**src/rtl/urp_pkg.sv**
```systemverilog
// Package for the upstream read range policy block: offsets, fields, resets.
// Assumes a 32-bit register bus with one aligned word per register.
`default_nettype none
package urp_pkg;
    // Register byte offsets
    localparam logic [7:0] OFF_MODE = 8'h40;
    localparam logic [7:0] OFF_W1_BASE_LO = 8'h50;
    localparam logic [7:0] OFF_W1_BASE_HI = 8'h54;
    localparam logic [7:0] OFF_W1_CTL = 8'h58;
    localparam logic [7:0] OFF_W2_BASE_LO = 8'h5c;
    localparam logic [7:0] OFF_W2_BASE_HI = 8'h60;
    localparam logic [7:0] OFF_W2_SIZE = 8'h64;
    localparam logic [7:0] OFF_PACE = 8'h68;
    // Field positions
    localparam int MODE_LSB = 4;
    localparam int MODE_MSB = 7;
    localparam int W1_INCL_BIT = 0;
    localparam int PACE_LSB = 27;
    localparam int PACE_MSB = 29;
    localparam int FRAG_LSB = 30;
    localparam int FRAG_MSB = 31;
    // Reset values
    localparam logic [31:0] RST_WORD = 32'h0000_0000;
    localparam logic [3:0] RST_MODE = 4'h0;
    localparam logic [2:0] RST_PACE = 3'h7;
    localparam logic [1:0] RST_FRAG = 2'h2;
    // Pacing codes and thresholds in aligned data quanta
    localparam logic [2:0] PACE_ALL = 3'h0;
    localparam logic [2:0] PACE_ONE = 3'h1;
    localparam logic [2:0] PACE_TWO = 3'h2;
    localparam logic [2:0] PACE_FOUR = 3'h3;
    localparam logic [7:0] THR_NONE = 8'h00;
    localparam logic [7:0] THR_ONE = 8'h01;
    localparam logic [7:0] THR_TWO = 8'h02;
    localparam logic [7:0] THR_FOUR = 8'h04;
    localparam logic [7:0] THR_EIGHT = 8'h08;
    // Write fragment codes and boundaries in bytes
    localparam logic [1:0] FRAG_32 = 2'h0;
    localparam logic [1:0] FRAG_64 = 2'h1;
    localparam logic [7:0] BND_32 = 8'h20;
    localparam logic [7:0] BND_64 = 8'h40;
    localparam logic [7:0] BND_128 = 8'h80;
    // Bus encodings
    localparam logic [1:0] HTRANS_NONSEQ = 2'h2;
    localparam logic [1:0] HTRANS_SEQ = 2'h3;
endpackage
`default_nettype wire

```
**src/rtl/urp_win_if.sv**
```systemverilog
// Interface carrying one address window and the address being checked.
// Assumes the window owner drives base and size, the matcher drives hit.
`timescale 1ns/1ps
`default_nettype none
interface urp_win_if;
    logic [63:0] base;   // Window base address
    logic [32:0] size;   // Window size in bytes, up to 4G
    logic [63:0] addr;   // Address of the PCI memory read
    logic hit;           // Address falls inside the window
    modport cfg (output base, output size, output addr, input hit);
    modport match (input base, input size, input addr, output hit);
endinterface
`default_nettype wire

```
**src/rtl/upstream_read_range_policy.sv**
```systemverilog
// Upstream read range policy: prefetch windows, read pacing, write fragments.
// Assumes one AHB-Lite master, word accesses only, and synchronous inputs.
//
// Local design decision: register access over AHB-Lite.
`timescale 1ns/1ps
`default_nettype none
module upstream_read_range_policy
    import urp_pkg::*;
(
    input wire logic hclk,
    input wire logic hresetn,
    input wire logic hsel,
    input wire logic [31:0] haddr,
    input wire logic [1:0] htrans,
    input wire logic hwrite,
    input wire logic [2:0] hsize,
    input wire logic [31:0] hwdata,
    input wire logic hready,
    output logic hreadyout,
    output logic hresp,
    output logic [31:0] hrdata,
    input wire logic [63:0] rd_addr,
    input wire logic rd_is_mem,
    output logic smart_ok,
    input wire logic pend_valid,
    input wire logic [7:0] quanta_left,
    output logic second_req_ok,
    output logic [7:0] wr_frag_bytes
);
    // Register hit test, shared by write and read decode
    function automatic logic reg_hit(input logic [7:0] a, input logic [7:0] off);
        reg_hit = (a == off);
    endfunction

    // Control and window registers
    logic [3:0] mode_r;           // Prefetch mode field
    logic [31:0] w1_base_lo_r;    // Window 1 base, low word
    logic [31:0] w1_base_hi_r;    // Window 1 base, high word
    logic [31:0] w1_ctl_r;        // Window 1 control and size
    logic [31:0] w2_base_lo_r;    // Window 2 base, low word
    logic [31:0] w2_base_hi_r;    // Window 2 base, high word
    logic [31:0] w2_size_r;       // Window 2 size
    logic [2:0] pace_code_r;      // Second read pacing code
    logic [1:0] frag_code_r;      // Write fragment code

    // Bus data phase state
    logic wr_pend_r;              // A write is in its data phase
    logic [7:0] addr_r;           // Address of the transfer in data phase
    logic [31:0] hrdata_r;        // Read data held for the data phase

    // Address phase qualifier
    wire trans_ok = (htrans == HTRANS_NONSEQ) || (htrans == HTRANS_SEQ);
    wire addr_phase = hsel && hready && trans_ok;
    wire rd_take = addr_phase && !hwrite;
    wire wr_take = addr_phase && hwrite;

    // Write strobes, one per register, in the data phase
    wire we_mode = wr_pend_r && reg_hit(addr_r, OFF_MODE);
    wire we_w1_lo = wr_pend_r && reg_hit(addr_r, OFF_W1_BASE_LO);
    wire we_w1_hi = wr_pend_r && reg_hit(addr_r, OFF_W1_BASE_HI);
    wire we_w1_ctl = wr_pend_r && reg_hit(addr_r, OFF_W1_CTL);
    wire we_w2_lo = wr_pend_r && reg_hit(addr_r, OFF_W2_BASE_LO);
    wire we_w2_hi = wr_pend_r && reg_hit(addr_r, OFF_W2_BASE_HI);
    wire we_w2_size = wr_pend_r && reg_hit(addr_r, OFF_W2_SIZE);
    wire we_pace = wr_pend_r && reg_hit(addr_r, OFF_PACE);

    // Next values after any write in this cycle
    wire [3:0] mode_nxt = we_mode ? hwdata[MODE_MSB:MODE_LSB] : mode_r;
    wire [31:0] w1_base_lo_nxt = we_w1_lo ? hwdata : w1_base_lo_r;
    wire [31:0] w1_base_hi_nxt = we_w1_hi ? hwdata : w1_base_hi_r;
    wire [31:0] w1_ctl_nxt = we_w1_ctl ? hwdata : w1_ctl_r;
    wire [31:0] w2_base_lo_nxt = we_w2_lo ? hwdata : w2_base_lo_r;
    wire [31:0] w2_base_hi_nxt = we_w2_hi ? hwdata : w2_base_hi_r;
    wire [31:0] w2_size_nxt = we_w2_size ? hwdata : w2_size_r;
    // In the pacing register only the pacing and fragment fields take written bits
    wire [2:0] pace_code_nxt = we_pace ? hwdata[PACE_MSB:PACE_LSB] : pace_code_r;
    wire [1:0] frag_code_nxt = we_pace ? hwdata[FRAG_MSB:FRAG_LSB] : frag_code_r;

    // Read views of each register, taken from next values so that a read
    // right behind a write to the same register sees the new contents
    wire [31:0] rv_mode = {24'h00_0000, mode_nxt, 4'h0};
    wire [31:0] rv_pace = {frag_code_nxt, pace_code_nxt, 27'h000_0000};
    wire [7:0] raddr = haddr[7:0];
    wire [31:0] rd_mux =
        reg_hit(raddr, OFF_MODE) ? rv_mode :
        reg_hit(raddr, OFF_W1_BASE_LO) ? w1_base_lo_nxt :
        reg_hit(raddr, OFF_W1_BASE_HI) ? w1_base_hi_nxt :
        reg_hit(raddr, OFF_W1_CTL) ? w1_ctl_nxt :
        reg_hit(raddr, OFF_W2_BASE_LO) ? w2_base_lo_nxt :
        reg_hit(raddr, OFF_W2_BASE_HI) ? w2_base_hi_nxt :
        reg_hit(raddr, OFF_W2_SIZE) ? w2_size_nxt :
        reg_hit(raddr, OFF_PACE) ? rv_pace : RST_WORD;
    // Upper address bits must be zero for a hit; elsewhere reads zero
    wire in_map = (haddr[31:8] == 24'h00_0000);
    wire [31:0] hrdata_nxt = (rd_take && in_map) ? rd_mux : RST_WORD;

    // Bus phase tracking
    always_ff @(posedge hclk or negedge hresetn) begin
        if (!hresetn) begin
            wr_pend_r <= 1'b0;
            addr_r <= 8'h00;
            hrdata_r <= RST_WORD;
        end else begin
            wr_pend_r <= wr_take && in_map;
            addr_r <= addr_phase ? haddr[7:0] : addr_r;
            hrdata_r <= hrdata_nxt;
        end
    end

    // Prefetch mode field; off after reset so no read is steered by default
    always_ff @(posedge hclk or negedge hresetn) begin
        if (!hresetn) begin
            mode_r <= RST_MODE;
        end else begin
            mode_r <= mode_nxt;
        end
    end

    // Window 1 base, low word
    always_ff @(posedge hclk or negedge hresetn) begin
        if (!hresetn) begin
            w1_base_lo_r <= RST_WORD;
        end else begin
            w1_base_lo_r <= w1_base_lo_nxt;
        end
    end

    // Window 1 base, high word
    always_ff @(posedge hclk or negedge hresetn) begin
        if (!hresetn) begin
            w1_base_hi_r <= RST_WORD;
        end else begin
            w1_base_hi_r <= w1_base_hi_nxt;
        end
    end

    // Window 1 control bit and size; zero means exclusion of an empty window
    always_ff @(posedge hclk or negedge hresetn) begin
        if (!hresetn) begin
            w1_ctl_r <= RST_WORD;
        end else begin
            w1_ctl_r <= w1_ctl_nxt;
        end
    end

    // Window 2 base, low word
    always_ff @(posedge hclk or negedge hresetn) begin
        if (!hresetn) begin
            w2_base_lo_r <= RST_WORD;
        end else begin
            w2_base_lo_r <= w2_base_lo_nxt;
        end
    end

    // Window 2 base, high word
    always_ff @(posedge hclk or negedge hresetn) begin
        if (!hresetn) begin
            w2_base_hi_r <= RST_WORD;
        end else begin
            w2_base_hi_r <= w2_base_hi_nxt;
        end
    end

    // Window 2 size; zero leaves the window empty
    always_ff @(posedge hclk or negedge hresetn) begin
        if (!hresetn) begin
            w2_size_r <= RST_WORD;
        end else begin
            w2_size_r <= w2_size_nxt;
        end
    end

    // Second read pacing code; widest threshold after reset
    always_ff @(posedge hclk or negedge hresetn) begin
        if (!hresetn) begin
            pace_code_r <= RST_PACE;
        end else begin
            pace_code_r <= pace_code_nxt;
        end
    end

    // Write fragment code; 128-byte boundary after reset
    always_ff @(posedge hclk or negedge hresetn) begin
        if (!hresetn) begin
            frag_code_r <= RST_FRAG;
        end else begin
            frag_code_r <= frag_code_nxt;
        end
    end

    // Zero wait state slave, always OKAY
    assign hreadyout = 1'b1;
    assign hresp = 1'b0;
    assign hrdata = hrdata_r;

    // Window interfaces and matchers
    urp_win_if win1_if ();
    urp_win_if win2_if ();

    // Window 1 size in 2-byte steps from the control word
    assign win1_if.base = {w1_base_hi_r, w1_base_lo_r};
    assign win1_if.size = {1'b0, w1_ctl_r[31:1], 1'b0};
    assign win1_if.addr = rd_addr;
    // Window 2 size is taken whole
    assign win2_if.base = {w2_base_hi_r, w2_base_lo_r};
    assign win2_if.size = {1'b0, w2_size_r};
    assign win2_if.addr = rd_addr;

    urp_win_match u_win1 (
        .w(win1_if)
    );

    urp_win_match u_win2 (
        .w(win2_if)
    );

    // Prefetch decision: inclusion or exclusion by the control bit
    wire incl_mode = w1_ctl_r[W1_INCL_BIT];
    wire win_hit = win1_if.hit || win2_if.hit;
    wire mode_on = (mode_r != RST_MODE);
    wire incl_ok = incl_mode && win_hit;
    wire excl_ok = !incl_mode && !win_hit;
    assign smart_ok = rd_is_mem && mode_on && (incl_ok || excl_ok);

    // Read pacing and write fragmentation
    urp_pace u_pace (
        .pace_code(pace_code_r),
        .frag_code(frag_code_r),
        .pend_valid(pend_valid),
        .quanta_left(quanta_left),
        .second_req_ok(second_req_ok),
        .wr_frag_bytes(wr_frag_bytes)
    );

    // Checks on the register path and the policy outputs
    w1_lo_write_a: assert property (@(posedge hclk) disable iff (!hresetn)
        we_w1_lo |=> w1_base_lo_r == $past(hwdata))
        else $error("window 1 low base not written");

    w1_hi_write_a: assert property (@(posedge hclk) disable iff (!hresetn)
        wr_take && haddr == {24'h00_0000, OFF_W1_BASE_HI} ##1 1'b1
        |=> w1_base_hi_r == $past(hwdata))
        else $error("window 1 high base not written");

    excl_block_a: assert property (@(posedge hclk) disable iff (!hresetn)
        !w1_ctl_r[W1_INCL_BIT] && win1_if.hit |-> !smart_ok)
        else $error("prefetch allowed inside excluded window");

    incl_only_a: assert property (@(posedge hclk) disable iff (!hresetn)
        w1_ctl_r[W1_INCL_BIT] && !win1_if.hit && !win2_if.hit |-> !smart_ok)
        else $error("prefetch allowed outside included window");

    mode_off_a: assert property (@(posedge hclk) disable iff (!hresetn)
        mode_r == RST_MODE |-> !smart_ok)
        else $error("prefetch allowed with mode off");

    pace_all_a: assert property (@(posedge hclk) disable iff (!hresetn)
        pace_code_r == PACE_ALL && pend_valid && quanta_left != 8'h00
        |-> !second_req_ok)
        else $error("second read sent before all data");

    pace_eight_a: assert property (@(posedge hclk) disable iff (!hresetn)
        pace_code_r[2] && pend_valid |-> second_req_ok == (quanta_left <= THR_EIGHT))
        else $error("second read pacing wrong for wide code");

    frag_bound_a: assert property (@(posedge hclk) disable iff (!hresetn)
        frag_code_r == FRAG_32 |-> wr_frag_bytes == BND_32)
        else $error("write fragment boundary wrong");

    resv_zero_a: assert property (@(posedge hclk) disable iff (!hresetn)
        rd_take && haddr == {24'h00_0000, OFF_PACE} |=> hrdata[26:0] == 27'h000_0000)
        else $error("reserved pacing bits read nonzero");

    win1_size_a: assert property (@(posedge hclk) disable iff (!hresetn)
        w1_ctl_r[31:1] == 31'h0000_0000 |-> !win1_if.hit)
        else $error("empty window 1 reports a hit");

    w1_ctl_write_a: assert property (@(posedge hclk) disable iff (!hresetn)
        we_w1_ctl |=> w1_ctl_r == $past(hwdata))
        else $error("window 1 control not written");

    w2_lo_write_a: assert property (@(posedge hclk) disable iff (!hresetn)
        we_w2_lo |=> w2_base_lo_r == $past(hwdata))
        else $error("window 2 low base not written");

    w2_hi_write_a: assert property (@(posedge hclk) disable iff (!hresetn)
        we_w2_hi |=> w2_base_hi_r == $past(hwdata))
        else $error("window 2 high base not written");

    w2_size_write_a: assert property (@(posedge hclk) disable iff (!hresetn)
        we_w2_size |=> w2_size_r == $past(hwdata))
        else $error("window 2 size not written");

    reset_zero_a: assert property (@(posedge hclk) disable iff (!hresetn)
        $rose(hresetn) |-> mode_r == RST_MODE && w1_base_lo_r == RST_WORD
            && w1_base_hi_r == RST_WORD && w1_ctl_r == RST_WORD && w2_base_lo_r == RST_WORD
            && w2_base_hi_r == RST_WORD && w2_size_r == RST_WORD)
        else $error("window registers not zero after reset");

    pace_reset_a: assert property (@(posedge hclk) disable iff (!hresetn)
        $rose(hresetn) |-> pace_code_r == RST_PACE && frag_code_r == RST_FRAG)
        else $error("pacing or fragment code wrong after reset");

    pace_one_a: assert property (@(posedge hclk) disable iff (!hresetn)
        pace_code_r == PACE_ONE && pend_valid |-> second_req_ok == (quanta_left <= THR_ONE))
        else $error("second read pacing wrong for one quantum");

    pace_two_a: assert property (@(posedge hclk) disable iff (!hresetn)
        pace_code_r == PACE_TWO && pend_valid |-> second_req_ok == (quanta_left <= THR_TWO))
        else $error("second read pacing wrong for two quanta");

    pace_four_a: assert property (@(posedge hclk) disable iff (!hresetn)
        pace_code_r == PACE_FOUR && pend_valid |-> second_req_ok == (quanta_left <= THR_FOUR))
        else $error("second read pacing wrong for four quanta");

    frag_64_a: assert property (@(posedge hclk) disable iff (!hresetn)
        frag_code_r == FRAG_64 |-> wr_frag_bytes == BND_64)
        else $error("write fragment boundary not 64 bytes");

    frag_128_a: assert property (@(posedge hclk) disable iff (!hresetn)
        frag_code_r[1] |-> wr_frag_bytes == BND_128)
        else $error("write fragment boundary not 128 bytes");

    incl_allow_a: assert property (@(posedge hclk) disable iff (!hresetn)
        w1_ctl_r[W1_INCL_BIT] && win_hit && rd_is_mem && mode_on |-> smart_ok)
        else $error("prefetch refused inside included window");

    excl_allow_a: assert property (@(posedge hclk) disable iff (!hresetn)
        !w1_ctl_r[W1_INCL_BIT] && !win_hit && rd_is_mem && mode_on |-> smart_ok)
        else $error("prefetch refused outside excluded window");

    not_mem_a: assert property (@(posedge hclk) disable iff (!hresetn)
        !rd_is_mem |-> !smart_ok)
        else $error("prefetch allowed for a non-memory read");

endmodule
`default_nettype wire

```
**src/rtl/urp_pace.sv**
```systemverilog
// Pacing of a second upstream read and write fragment boundary selection.
// Assumes quanta_left counts aligned data quanta still owed to the prior read.
`timescale 1ns/1ps
`default_nettype none
module urp_pace
    import urp_pkg::*;
(
    input wire logic [2:0] pace_code,
    input wire logic [1:0] frag_code,
    input wire logic pend_valid,
    input wire logic [7:0] quanta_left,
    output logic second_req_ok,
    output logic [7:0] wr_frag_bytes
);
    // Threshold of outstanding quanta at which a second request may go
    wire [7:0] thr = (pace_code == PACE_ALL) ? THR_NONE :
                     (pace_code == PACE_ONE) ? THR_ONE :
                     (pace_code == PACE_TWO) ? THR_TWO :
                     (pace_code == PACE_FOUR) ? THR_FOUR : THR_EIGHT;
    // No prior read in flight, or few enough quanta left
    assign second_req_ok = !pend_valid || (quanta_left <= thr);
    // Fragment boundary for upstream memory writes
    assign wr_frag_bytes = (frag_code == FRAG_32) ? BND_32 :
                           (frag_code == FRAG_64) ? BND_64 : BND_128;
endmodule
`default_nettype wire

```
**src/rtl/urp_win_match.sv**
```systemverilog
// Window matcher: flags an address at or above base and below base plus size.
// Assumes a zero size means an empty window.
`timescale 1ns/1ps
`default_nettype none
module urp_win_match (
    urp_win_if.match w
);
    // End of window, one bit wider so a window at the top never wraps
    wire [64:0] win_end = {1'b0, w.base} + {32'h0000_0000, w.size};
    wire above_base = (w.addr >= w.base);
    wire below_end = ({1'b0, w.addr} < win_end);
    // Inside test
    assign w.hit = above_base && below_end;
endmodule
`default_nettype wire

```
**config.mk**
```make
export PLATFORM = sky130hd
export DESIGN_NAME = upstream_read_range_policy
export DESIGN_NICKNAME = d
export VERILOG_FILES = /design/src/rtl/urp_pkg.sv /design/src/rtl/urp_win_if.sv /design/src/rtl/upstream_read_range_policy.sv /design/src/rtl/urp_pace.sv /design/src/rtl/urp_win_match.sv
export SDC_FILE = /design/constraint.sdc
export NUM_CORES = 1
export LEC_CHECK = 0
export BUFFER_PORTS_ARGS = -buffer_cell sky130_fd_sc_hd__clkbuf_2
export CELL_PAD_IN_SITES_DETAIL_PLACEMENT = 2
export CELL_PAD_IN_SITES_GLOBAL_PLACEMENT = 2
export CORE_UTILIZATION = 41
export DETAILED_ROUTE_END_ITERATION = 7
export GPL_TIMING_DRIVEN = 0
export PLACE_DENSITY_LB_ADDON = 0.1
export SLEW_MARGIN = 30
export SYNTH_ARGS = -nofsm -noshare
export SYNTH_HDL_FRONTEND = slang
export SYNTH_SLANG_ARGS = --single-unit
```
**constraint.sdc**
```tcl
create_clock -name hclk -period 9.25 [get_ports hclk]
set_input_delay 1.85 -clock hclk [delete_from_list [all_inputs] [get_ports hclk]]
set_output_delay 1.85 -clock hclk [all_outputs]
set_load 0.03 [all_outputs]
```
# Word level (Yosys, flattened, before mapping)
# Index checks and enable logic that the tools add are counted.
[totals]
register_bits = 242
out_inout_bits = 44
[op_classes]
n_addsub = 2
magnitude_cmp = 5
n_eq_ne = 22
muxes = 24
reduce_logical = 32
[op_table]
columns = ["cell", "n"]
rows = [
  ["$mux W32", 15],
  ["$add A64 B32 Y65", 2],
  ["$lt A64 B65 Y1", 2],
  ["$eq A8 B7 Y1 const B", 16],
  ["$ge A64 B64 Y1", 2],
  ["$mux W8", 5],
  ["$logic_not A24 Y1", 1],
  ["$logic_and A1 B1 Y1", 20],
  ["$le A8 B8 Y1", 1],
  ["$mux W4", 2],
  ["$eq A3 B2 Y1 const B", 2],
  ["$eq A2 B2 Y1 const B", 2],
  ["$logic_not A1 Y1", 4],
  ["$logic_or A1 B1 Y1", 4],
  ["$reduce_bool A4 Y1", 1],
  ["$eq A3 B1 Y1 const B", 1],
  ["$logic_not A3 Y1", 1],
  ["$mux W3", 1],
  ["$eq A2 B1 Y1 const B", 1],
  ["$logic_not A2 Y1", 1],
  ["$mux W2", 1],
]

# Depth between registers and ports, before layout
# Gate-level depths: netlist of run 1.
[depth]
word_depth = 12
ltp_mapped = 23
depth_no_buf = 22

# Cells and area by module
# From an unflattened synthesis of run 1, not the netlist that was laid out.
[unflattened]
hier_cells = 2200
area_unflattened_um2 = 21262.9
[by_module_without_submodules]
columns = ["module", "instances", "cells_per_inst", "area_each_um2", "seq_area_each_um2"]
rows = [
  ["upstream_read_range_policy", 1, 754, 10407.5, 6060.8],
  ["urp_win_match (u_win2)", 1, 719, 5400.2, 0.0],
  ["urp_win_match (u_win1)", 1, 702, 5266.3, 0.0],
  ["urp_pace", 1, 25, 188.9, 0.0],
]

# Least setup slack after synthesis of run 1
# No wires, ideal clock.
[synth_timing]
path_type = "reg-to-output"
from = "reg w1_ctl_r[16]"
to = "out smart_ok"
arrival_time_ps = 4826
required_time_ps = 7400
slack_ps = 2574
path_stages_with_launch = 22
n_path_buf = 1
path_cell_list = "dfrtp_1 ha_1 a21o_1 a21o_1 a221o_1 a221o_1 a21oi_2 a31oi_1 a41oi_2 buf_4 nor3_1 xnor2_1 ha_1 and4_1 nand3_1 nor3_1 o31ai_1 and4_1 a22oi_1 a2bb2oi_1 or3_1 a21oi_1"
[synth_via]
elab_chain_cells = 8
word_cells_on_any_way = 9
classes_between = "add/sub (1); order compare (1); reduce/logical (7)"
[synth_rtl]
columns = ["element", "line", "text"]
rows = [
  ["start: declaration", "upstream_read_range_policy.sv:39", "logic [31:0] w1_ctl_r;"],
  ["start signal: assignment", "upstream_read_range_policy.sv:142", "w1_ctl_r <= w1_ctl_nxt;"],
  ["$add A64 B32 Y65 *", "urp_win_match.sv:9", "wire [64:0] win_end = {1'b0, w.base} + {32'h0000_0000, w.size};"],
  ["$lt A64 B65 Y1 *", "urp_win_match.sv:11", "wire below_end = ({1'b0, w.addr} < win_end);"],
  ["$logic_and A1 B1 Y1 *", "urp_win_match.sv:13", "assign w.hit = above_base && below_end;"],
  ["$logic_or A1 B1 Y1 *", "upstream_read_range_policy.sv:219", "wire win_hit = win1_if.hit || win2_if.hit;"],
  ["$logic_not A1 Y1", "upstream_read_range_policy.sv:222", "wire excl_ok = !incl_mode && !win_hit;"],
  ["$logic_and A1 B1 Y1", "upstream_read_range_policy.sv:222", ""],
  ["$logic_or A1 B1 Y1 *", "upstream_read_range_policy.sv:223", "assign smart_ok = rd_is_mem && mode_on && (incl_ok || excl_ok);"],
  ["$logic_and A1 B1 Y1 *", "upstream_read_range_policy.sv:223", ""],
  ["end: declaration", "upstream_read_range_policy.sv:24", "output logic smart_ok,"],
]
# Every way passes the cells marked *; elsewhere a longest branch is shown, timed or not.

# Worst setup path after layout of run 1
[layout_timing]
from = "reg w1_ctl_r[1]"
to = "out smart_ok"
# Same word-level chain as after synthesis.

==> impl_metrics.tcl, run 1 <==
set metrics [dict create \
    viasPerCell 6.242 \
    antenna_left 0 \
    cp-start-kind "flop" \
    die_area_sq_um 50430 \
    crit_path_start "w1_ctl_r[1]" \
    status "finished clean" \
    grt_start_max_net_pins 72 \
    num_vias 20224 \
    critical-path-max-stage-delay_ps 420 \
    wl_um 96740 \
    fin_ws_ps 151.0 \
    rr_worst_depth 11 \
    core_area_sq_um 48950 \
    r2r_setup_slack_ps 5630 \
    grt_overflow 0 \
    synth_edf_count 0 \
    syn_area_per_cell_sq_um 8.728 \
    post-route-util_pct 47.80 \
    synth_cell_types 76 \
    grt_pass1_wl_um 143300 \
    cts_buffers 30 \
    drtPass1Iterations 5 \
    nets 3022 \
    timing.rr.start "addr_r[7]" \
    antenna_found_initial 3 \
    worstMarginPinSlew_ps 1143 \
    setup_violations 0 \
    clock_path_buffers 3 \
    relSlewSlack_pct 23.13 \
    place_ws_ps 73.58 \
    cts_tree "yes" \
    io_pins 192 \
    grtUsageTotal_pct 38.26 \
    crit_arrival_ps 7250 \
    netlist_instances 2327 \
    ys.flop_type "dfrtp_1" \
    max_freq_ghz 0.1099 \
    synthesis.area_sq_um 20310 \
    die-height_um 224.6 \
    critPathMaxFanout 10 \
    slew_viol_final 0 \
    power_density_nw_per_um2 122.2 \
    synthArstFlopShare_pct 100.0 \
    fin_skew_ps 13.78 \
    synth-seq-area-share_pct 29.84 \
    drv_cap 0 \
    crit_buf_inv 4 \
    hold_depth 1 \
    cts_root_buf "clkbuf_16" \
    drive_gt1_share_pct 14.26 \
    hold_path.class "reg -> reg" \
    path_clk_slew_ps 70 \
    initial_core_util_pct 41.49 \
    insertion_delay_ps 590 \
    nFillCells 5391 \
    slowest_stage "fa_1" \
    whs_ps 498.0 \
    wl_per_cell_um 29.86 \
    final_common_cell "ha_1" \
    whs_endpoint "addr_r[7]" \
    power_leakage_nw 11.50 \
    rsz0062_at_grt "no" \
    crit_cells 25 \
    ctsHoldBuffers 0 \
    ys_warn_count 0 \
    crit_path_end_kind "output port" \
    finalCritPeriodShare_pct 98.37 \
    crit_required_ps 7400 \
    cts_htree_levels 1 \
    synth-seq-cells 242 \
    numPortBuffers 180 \
    period_needed_ps 9099 \
    crit_family "compound AO/OA/AOI/OAI gates" \
    die_x_um 224.6 \
    fin_tns_setup_ps 0 \
    min_from "addr_r[7]" \
    final_cell_mix "ha_1, nand2_1, dfrtp_1" \
    grt_pass1_vias 22541 \
    critPathKind "reg -> out" \
    timing.rr.end "hrdata[18]" \
    place.gp.congestion 0.9725 \
    drc_errors 0 \
    rows 81 \
    dp_hpwl_um 77280 \
    drt-initial-drc-count 1236 \
    hold_viol 0 \
    ir_worst_vdd_mv 0.1195 \
    syn2layout_area_growth_pct 15.20 \
    clock-sinks 242 \
]
[worst reg2reg max path: cells and delay by family (launching register included)]
family          cells  cell delay, ps
simple gates        5             890
compound gates      3             800
buf+inv             3            1390
flops               1             370
[layout make-up]
cell class,instances,area (sq um),area share [%]
repair buffers,187,1055,4.508
plain buffers,77,330.3,1.412
multi-input cells,1860,13470,57.58
flip-flops and latches,242,6061,25.90
diodes,2,5.005,0.02139
well taps,664,830.8,3.551
inverters,153,574.3,2.455
clock buffers,45,928.4,3.968
clock inverters,10,140.1,0.5989
[metal layers]
| layer | global-route usage, % | routed length [um] | vias to the layer above |
|---|---|---|---|
| met5 | 0 | 13 | - |
| met4 | 16.63 | 4516 | 2 |
| li1 | - | - | 8978 |
| met1 | 47.86 | 40130 | 10305 |
| met2 | 64.96 | 45990 | 707 |
| met3 | 6.153 | 6094 | 232 |
[how the worst max path moves through the flow]
stage	endpoint	slack, ps
final	smart_ok	150
after global routing	smart_ok	8
after CTS	smart_ok	60
after detailed placement	smart_ok	70
after global placement	smart_ok	160
after floorplan	smart_ok	2570
[flip-flops by register name (all words and copies together) (netlist names)]
name	flops
w2_base_lo_r	32
wr_pend_r	1
w1_ctl_r	32
mode_r	4
w2_base_hi_r	32
w2_size_r	32
pace_code_r	3
frag_code_r	2
w1_base_lo_r	32
hrdata	32
w1_base_hi_r	32
addr_r	8
[metrics by stage]
step           cell area [sq um]  total power [mW]  instances
3_3_place_gp               22060             1.522       3176
6_report                   23400             2.860       3240
2_1_floorplan              20330             1.348       2332
3_5_place_dp               22210             1.561       3181
5_1_grt                    23390             2.946       3238
4_1_cts                    23320             2.858       3236
[logic make-up after synthesis]
logic type	count (synthesis)	synth area share, %
AOI/OAI and AO/OA	652	20.07
xor gates and xnor gates	120	5.175
adders and majority gates	323	19.97
buffers and inverters	230	4.448
DFF	242	29.84
muxes	82	4.547
other	2	0.03698
and+or+nand+nor	676	15.91
[report_power, final]
group | leakage (nW) | switching, mW | total (mW) | internal, mW
clock | 0.518 | 0.526 | 1.30 | 0.774
sequential | 2.61 | 0.0155 | 1.09 | 1.07
combinational | 8.37 | 0.295 | 0.471 | 0.176
[synthesized netlist by cell type, types with 4 or more instances]
library cell / number / area [sq um]
a2111oi_0: 10 / 87.58
nand3_1: 68 / 340.3
a221o_1: 12 / 120.1
nor4_1: 25 / 156.4
nor4b_1: 5 / 43.79
a21oi_1: 191 / 955.9
o21a_1: 9 / 67.56
o21ba_2: 6 / 60.06
o21bai_1: 10 / 75.07
and2_1: 7 / 43.79
a211oi_1: 19 / 142.6
a21o_1: 49 / 367.9
ha_1: 321 / 4016
nor2b_1: 15 / 93.84
mux2_2: 82 / 923.4
a211o_1: 5 / 43.79
nand2_1: 299 / 1122
or2_2: 4 / 25.02
dfstp_2: 4 / 105.1
or4_1: 4 / 30.03
nor3_1: 45 / 225.2
a221oi_1: 9 / 78.83
and3_1: 18 / 112.6
nor3b_1: 5 / 37.54
and4_1: 14 / 122.6
xnor2_1: 92 / 805.8
a31oi_1: 31 / 193.9
xor2_1: 28 / 245.2
dfrtp_1: 238 / 5956
a22oi_1: 64 / 480.5
o21ai_0: 178 / 890.9
inv_1: 153 / 574.3
buf_4: 8 / 60.06
nand4_1: 56 / 350.3
o31ai_1: 9 / 67.56
o211ai_1: 14 / 105.1
nor2_1: 80 / 300.3
clkbuf_1: 63 / 236.5
nand2b_1: 15 / 93.84
[what timing repair did]
| action | CTS | global route |
|---|---|---|
| buffers inserted | 0 | 2 |
| pin swaps | 0 | 2 |
| resized for setup | 5 | 9 |
| endpoints found under the setup margin | 1 | 1 |
Note: power is estimated with default switching activity, not from simulation.
==> inputs of run 2 (changes only) <==
Settings changed: CORE_UTILIZATION 41 to 42, SYNTH_HIERARCHICAL set to 1.
==> run 2 against run 1 <==
Net effect:
- design area grew 2.9%
- highest routed layer unchanged
- clock power decreased by 13%
- non-clock buffer count is 8 lower
- setup slack got worse by 72 ps
- critical path type unchanged
==> impl_metrics.tcl, run 2 <==
set metrics [dict create \
    place.gp.congestion 0.9336 \
    cp-start-kind "flop" \
    worstMarginPinSlew_ps 1018 \
    die_area_sq_um 51530 \
    fin_cells 3114 \
    synth_edf_count 0 \
    syn2layout_area_growth_pct 13.22 \
    synthTopCellsByArea "dfrtp_1, ha_1, mux2_2" \
    power_density_nw_per_um2 110.8 \
    synthMuxAreaShare_pct 11.23 \
    synth-compound-area-share_pct 18.22 \
    synth_top_family_by_area "adder cells" \
    fin_skew_ps 28.99 \
    ir_worst_vdd_mv 0.1154 \
    wl_um 89560 \
    insertion_delay_ps 590 \
    dp.cells 3062 \
    final_common_cell "ha_1" \
    rsz0062_at_grt "no" \
    synthArstFlopShare_pct 100.0 \
    crit_required_ps 7400 \
    clkPwrFrac_pct 42.4 \
    drv_cap 0 \
    relSlewSlack_pct 31.59 \
    grt_pass1_vias 21216 \
    nets 2893 \
    cts_htree_levels 1 \
    hold_path.class "reg -> reg" \
    crit_arrival_ps 7320 \
    post-route-util_pct 48.08 \
    max_freq_ghz 0.1090 \
    switchingPower_mw 0.7885 \
    synth_cell_types 104 \
    setup_violations 0 \
    antenna_left 0 \
    core_area_sq_um 50070 \
    crit_path_end_kind "output port" \
    initial_core_util_pct 42.47 \
    total_power_mw 2.667 \
    critPathKind "reg -> out" \
    synth.largest_area_cell "dfrtp_1" \
    power_frac_comb_pct 16.1 \
    grt_overflow 0 \
    critPathMaxFanout 10 \
    cts_setup_buffers 0 \
    drc_errors 0 \
    viasPerCell 6.177 \
    synthesis.area_sq_um 21260 \
    pwr-share-seq_pct 41.5 \
    status "finished clean" \
    synth-seq-cells 242 \
    p_int_mw 1.878 \
    clock_path_buffers 3 \
    cts_root_buf "clkbuf_16" \
    finalCritPeriodShare_pct 99.14 \
    drive_gt1_share_pct 20.78 \
    cts_tree "yes" \
    path_clk_slew_ps 70 \
    synthSimpleGateAreaFrac_pct 12.69 \
    die_x_um 227 \
    cts_buffers 27 \
    die-height_um 227 \
    rows 82 \
    ys.flop_type "dfrtp_1" \
    netlist_instances 2200 \
    fin_tns_setup_ps 0 \
    period_needed_ps 9171 \
    synth_common_cells "ha_1, dfrtp_1, inv_1" \
    slew_viol_final 0 \
    syn_area_per_cell_sq_um 9.665 \
    grt_start_max_net_pins 82 \
    yosysMostFrequentCell "ha_1" \
    grtUsageTotal_pct 34.84 \
    dp_hpwl_um 72660 \
    power_leakage_nw 11.32 \
    hold_viol 0 \
    clock-sinks 242 \
    drtPass1Iterations 5 \
    antenna_found_initial 4 \
    numPortBuffers 180 \
    synth-seq-area-share_pct 28.50 \
    ctsHoldBuffers 0 \
    synth_fa_ha_area_share_pct 19.25 \
    grt_pass1_wl_um 133900 \
    final_cell_mix "ha_1, dfrtp_1, inv_1" \
    yosysTopAreaCellShare_pct 28.01 \
    yosys.area_share.xor_xnor_pct 4.943 \
    wl_per_cell_um 28.76 \
    io_pins 192 \
    switching_share_pct 29.57 \
    whs_ps 536.9 \
    num_vias 19236 \
    ys_warn_count 6 \
    drt-initial-drc-count 1070 \
]
-- run 2: cell types whose count changed after synthesis, moves of 20 or more --
cell      previous run  this run
a21o_1              49        88
mux2_4               0        20
a21oi_1            191       134
mux2_2              82       164
nand2_1            299        94
clkbuf_1            63        41
a22oi_1             64        26
inv_1              153       187
o21ai_0            178        89
mux2i_1              0        24
-- run 2: final timing paths --
kind	start	endpoint	slack, ps	cells past startpoint
worst max register to register	addr_r[7]	hrdata[26]	5500	7
worst max-delay path	w2_base_lo_r[6]	smart_ok	80	21
min in group asynchronous	hresetn	w1_base_lo_r[17]	1130	1
max in group asynchronous	hresetn	pace_code_r[0]	7040	3
worst min-delay path	w1_ctl_r[3]	w1_ctl_r[3]	540	1
worst min register to register	w1_ctl_r[3]	w1_ctl_r[3]	540	1
-- run 2: logic make-up after synthesis --
group	Yosys count
flops	242
compound gates	548
mux	208
buf+inv	260
simple gates	493
other cells	3
xor+xnor	120
fa+ha+maj	326
-- run 2: layer usage --
| layer | track usage (%) | wire, um | vias up |
|---|---|---|---|
| met5 | 0 | 16 | - |
| met1 | 45.98 | 39980 | 9975 |
| met3 | 3.278 | 3339 | 141 |
| li1 | - | - | 8645 |
| met4 | 13.42 | 3849 | 2 |
| met2 | 58.81 | 42380 | 473 |
-- run 2: worst max-delay path: stages (launching register included) --
cell       delay [ps]
dfrtp_1           440
ha_1              420
nand2_1           130
or3_1             460
a211o_1           470
a2111oi_4         560
o211ai_2          320
o31ai_4           550
buf_6             270
nand3_2           100
xnor2_1           140
ha_1              300
nand4_1           170
nor2_2            350
nand2_1           200
a31oi_1           430
nor2_1            120
o21ai_0           230
a22oi_2           160
or3_1             410
a21oi_1           220
clkbuf_2          250
-- run 2: cell type report --
cell class | count | area [sq um]
inverter | 187 | 701.9
clock inverter | 16 | 165.2
antenna | 2 | 5.005
sequential | 242 | 6061
fill | 5510 | 25990
buffer | 73 | 385.4
multi-input combinational | 1705 | 14180
clock buffer | 34 | 742.0
tap | 672 | 840.8
timing repair buffer | 183 | 992.2
-- run 2: timing repair --
item,in CTS,in global routing
setup endpoints to repair,1,1
resized for setup,2,3
gates cloned,0,0
hold endpoints to repair,0,0
-- run 2: metrics by stage --
step	instance area [sq um]	setup slack (ps)
detailed placement	23140	421.1
finish	24070	79.21
CTS	24050	23.01
floorplan	21290	2513
global route	24070	43.63
global placement	23030	483.1
-- run 2: power by group through the flow --
stage          sequential [mW]  clock, mW  combinational (mW)
2_1_floorplan             1.11          0               0.231
3_3_place_gp              1.12          0               0.389
3_5_place_dp              1.12          0               0.422
4_1_cts                   1.10       1.14               0.429
5_1_grt                   1.11       1.18               0.474
6_report                  1.11       1.13               0.431
==> inputs of run 3 (changes only) <==
Settings changed: ABC_AREA set to 1, CORE_UTILIZATION 42 to 38.
==> run 3 against run 2 <==
Net effect:
- power is 3.9% higher
- critical path type unchanged
- final cell count is 54% higher
- clock skew is 1.8 ps lower
- sequential power is 4% lower
- first-iteration DRC count is 71% higher
- area after synthesis is 17% higher
- clock-buffer cell count is 5 higher
- fmax is 3.5% higher
- critical path depth is 7 higher
- global-route usage is 5.4 points higher
- routed wire length is 52% higher
- die area is 29% higher
==> impl_metrics.tcl, run 3 <==
set metrics [dict create \
    status "finished clean" \
    die-height_um 258.2 \
    rows 93 \
    rsz0062_at_grt "no" \
    synthTopCellsByArea "dfrtp_1, ha_1, nand2_1" \
    wl_um 136100 \
    synth-seq-area-share_pct 24.30 \
    drc_errors 0 \
    synthArstFlopShare_pct 100.0 \
    post-route-util_pct 43.51 \
    syn2layout_area_growth_pct 12.87 \
    rr_worst_depth 12 \
    clock-sinks 242 \
    syn_area_per_cell_sq_um 6.776 \
    cpMostUsedCell "nand2_1" \
    die_area_sq_um 66660 \
    antenna_left 0 \
    path_clk_slew_ps 60 \
    cp-start-kind "flop" \
    relSlewSlack_pct 29.43 \
    power_leakage_nw 15.42 \
    drive_gt1_share_pct 11.69 \
    grt_pass1_vias 30880 \
    drt-initial-drc-count 1825 \
    io_pins 192 \
    netlist_instances 3681 \
    critical-path-max-stage-delay_ps 560 \
    final_common_cell "nand2_1" \
    cts_htree_levels 1 \
    ys.flop_type "dfrtp_1" \
    clock_path_buffers 3 \
    numPortBuffers 180 \
    ir_worst_vdd_mv 0.1580 \
    initial_core_util_pct 38.55 \
    grt_start_max_net_pins 77 \
    synth_edf_count 0 \
    post_cts_resized 0 \
    synth_common_cells "nand2_1, inv_1, nor2_1" \
    fin_cells 4784 \
    synth_fa_ha_area_share_pct 16.41 \
    grt_overflow 0 \
    whs_ps 530.4 \
    hold_depth 2 \
    fin_skew_ps 27.16 \
    postLayoutCellArea_sq_um 28150 \
    cts_buffers 30 \
    synthSimpleGateAreaFrac_pct 30.35 \
    die_x_um 258.2 \
    nets 4377 \
    yosys.area_share.xor_xnor_pct 3.652 \
    place_ws_ps 1399 \
    cts_setup_buffers 0 \
    dp_hpwl_um 111700 \
    ctsHoldBuffers 0 \
    slew_viol_final 0 \
    grtUsageTotal_pct 40.24 \
    viasPerCell 5.731 \
    min_from "w1_ctl_r[22]" \
    cts_root_buf "clkbuf_16" \
    critPathMaxFanout 4 \
    fin_tns_setup_ps 0 \
    final_cell_mix "nand2_1, inv_1, nor2_1" \
    dp.cells 4726 \
    nFillCells 7866 \
    crit_path_start "w1_base_lo_r[10]" \
    yosysTopAreaCellShare_pct 23.88 \
    slowest_stage "a21oi_1" \
    crit_path_end_kind "output port" \
    power_density_nw_per_um2 98.46 \
    num_vias 27419 \
    synth-compound-area-share_pct 14.20 \
    antenna_found_initial 7 \
    synthesis.area_sq_um 24940 \
    core_area_sq_um 64700 \
    cts_tree "yes" \
    critPathKind "reg -> out" \
    hold_path.class "reg -> reg" \
    fin_ws_ps 386.6 \
    yosysMostFrequentCell "nand2_1" \
    place.gp.congestion 1.041 \
    finalCritPeriodShare_pct 95.82 \
    max_freq_ghz 0.1128 \
    hold_viol 0 \
    synth-seq-cells 242 \
    crit_arrival_ps 7010 \
    total_power_mw 2.772 \
    insertion_delay_ps 630 \
    grt_pass1_wl_um 198100 \
    period_needed_ps 8863 \
    setup_violations 0 \
    drtPass1Iterations 5 \
    crit_required_ps 7400 \
    synth_top_family_by_area "simple AND/OR/NAND/NOR gates" \
    synth.largest_area_cell "dfrtp_1" \
    timing.rr.start "addr_r[1]" \
    postPlaceCellArea_sq_um 27030 \
    synthMuxAreaShare_pct 0 \
    drv_cap 0 \
    wl_per_cell_um 28.45 \
    worstMarginPinSlew_ps 1059 \
    synth_cell_types 64 \
    ys_warn_count 6 \
]
-- run 3: cell count changes after synthesis, sizes merged, moves of 32 or more --
cell / delta
mux2: -184
o21ai: +171
nor2: +271
a21o: -65
nand4: -32
xor2: +34
inv: +429
nand2: +851
nand3: +151
and2: +61
a21oi: +98
xnor2: -50
-- run 3: layout make-up --
class | instances | area, sq um | share of cell area, %
antenna | 2 | 5.005 | 0.01778
sequential | 242 | 6061 | 21.53
timing repair buffer | 183 | 992.2 | 3.525
clock inverter | 17 | 274.0 | 0.9734
buffer | 72 | 441.7 | 1.569
clock buffer | 39 | 834.6 | 2.965
multi-input combinational | 2758 | 16160 | 57.41
inverter | 616 | 2312 | 8.214
tap | 855 | 1070 | 3.800
-- run 3: kinds of logic (layout without fill, tap and decap cells) --
group,Yosys count,in the layout
compound gates,584,584
xor+xnor,104,104
fa+ha+maj,326,326
buf+inv,688,927
flops,242,242
other cells,3,12
simple gates,1734,1734
-- run 3: final timing paths --
check | endpoint | slack [ps]
min in group asynchronous | hrdata[31] | 1190
max in group asynchronous | w1_base_lo_r[14] | 6900
max | smart_ok | 390
min | w1_ctl_r[22] | 530
max reg2reg | hrdata[25] | 6280
min reg2reg | w1_ctl_r[22] | 530
-- run 3: critical path: cells and delay by family, from the launching register on --
kind | cells | cell delay (ps)
fa+ha+maj | 2 | 720
compound gates | 7 | 2200
xor+xnor | 2 | 300
simple gates | 16 | 2470
buf+inv | 1 | 270
flops | 1 | 410
-- run 3: metal layers --
layer	wire length, um	track usage (%)	vias to the layer above
li1	-	-	12278
met3	7821	6.262	330
met4	8001	20.94	4
met2	64850	69.29	831
met1	55410	48.25	13976
met5	25	0	-
-- run 3: report_power, final --
part,total (mW),internal (mW),switching (mW)
logic,0.343,0.109,0.235
clock network,1.36,0.807,0.549
registers,1.07,1.06,0.00767
total,2.77,1.98,0.792
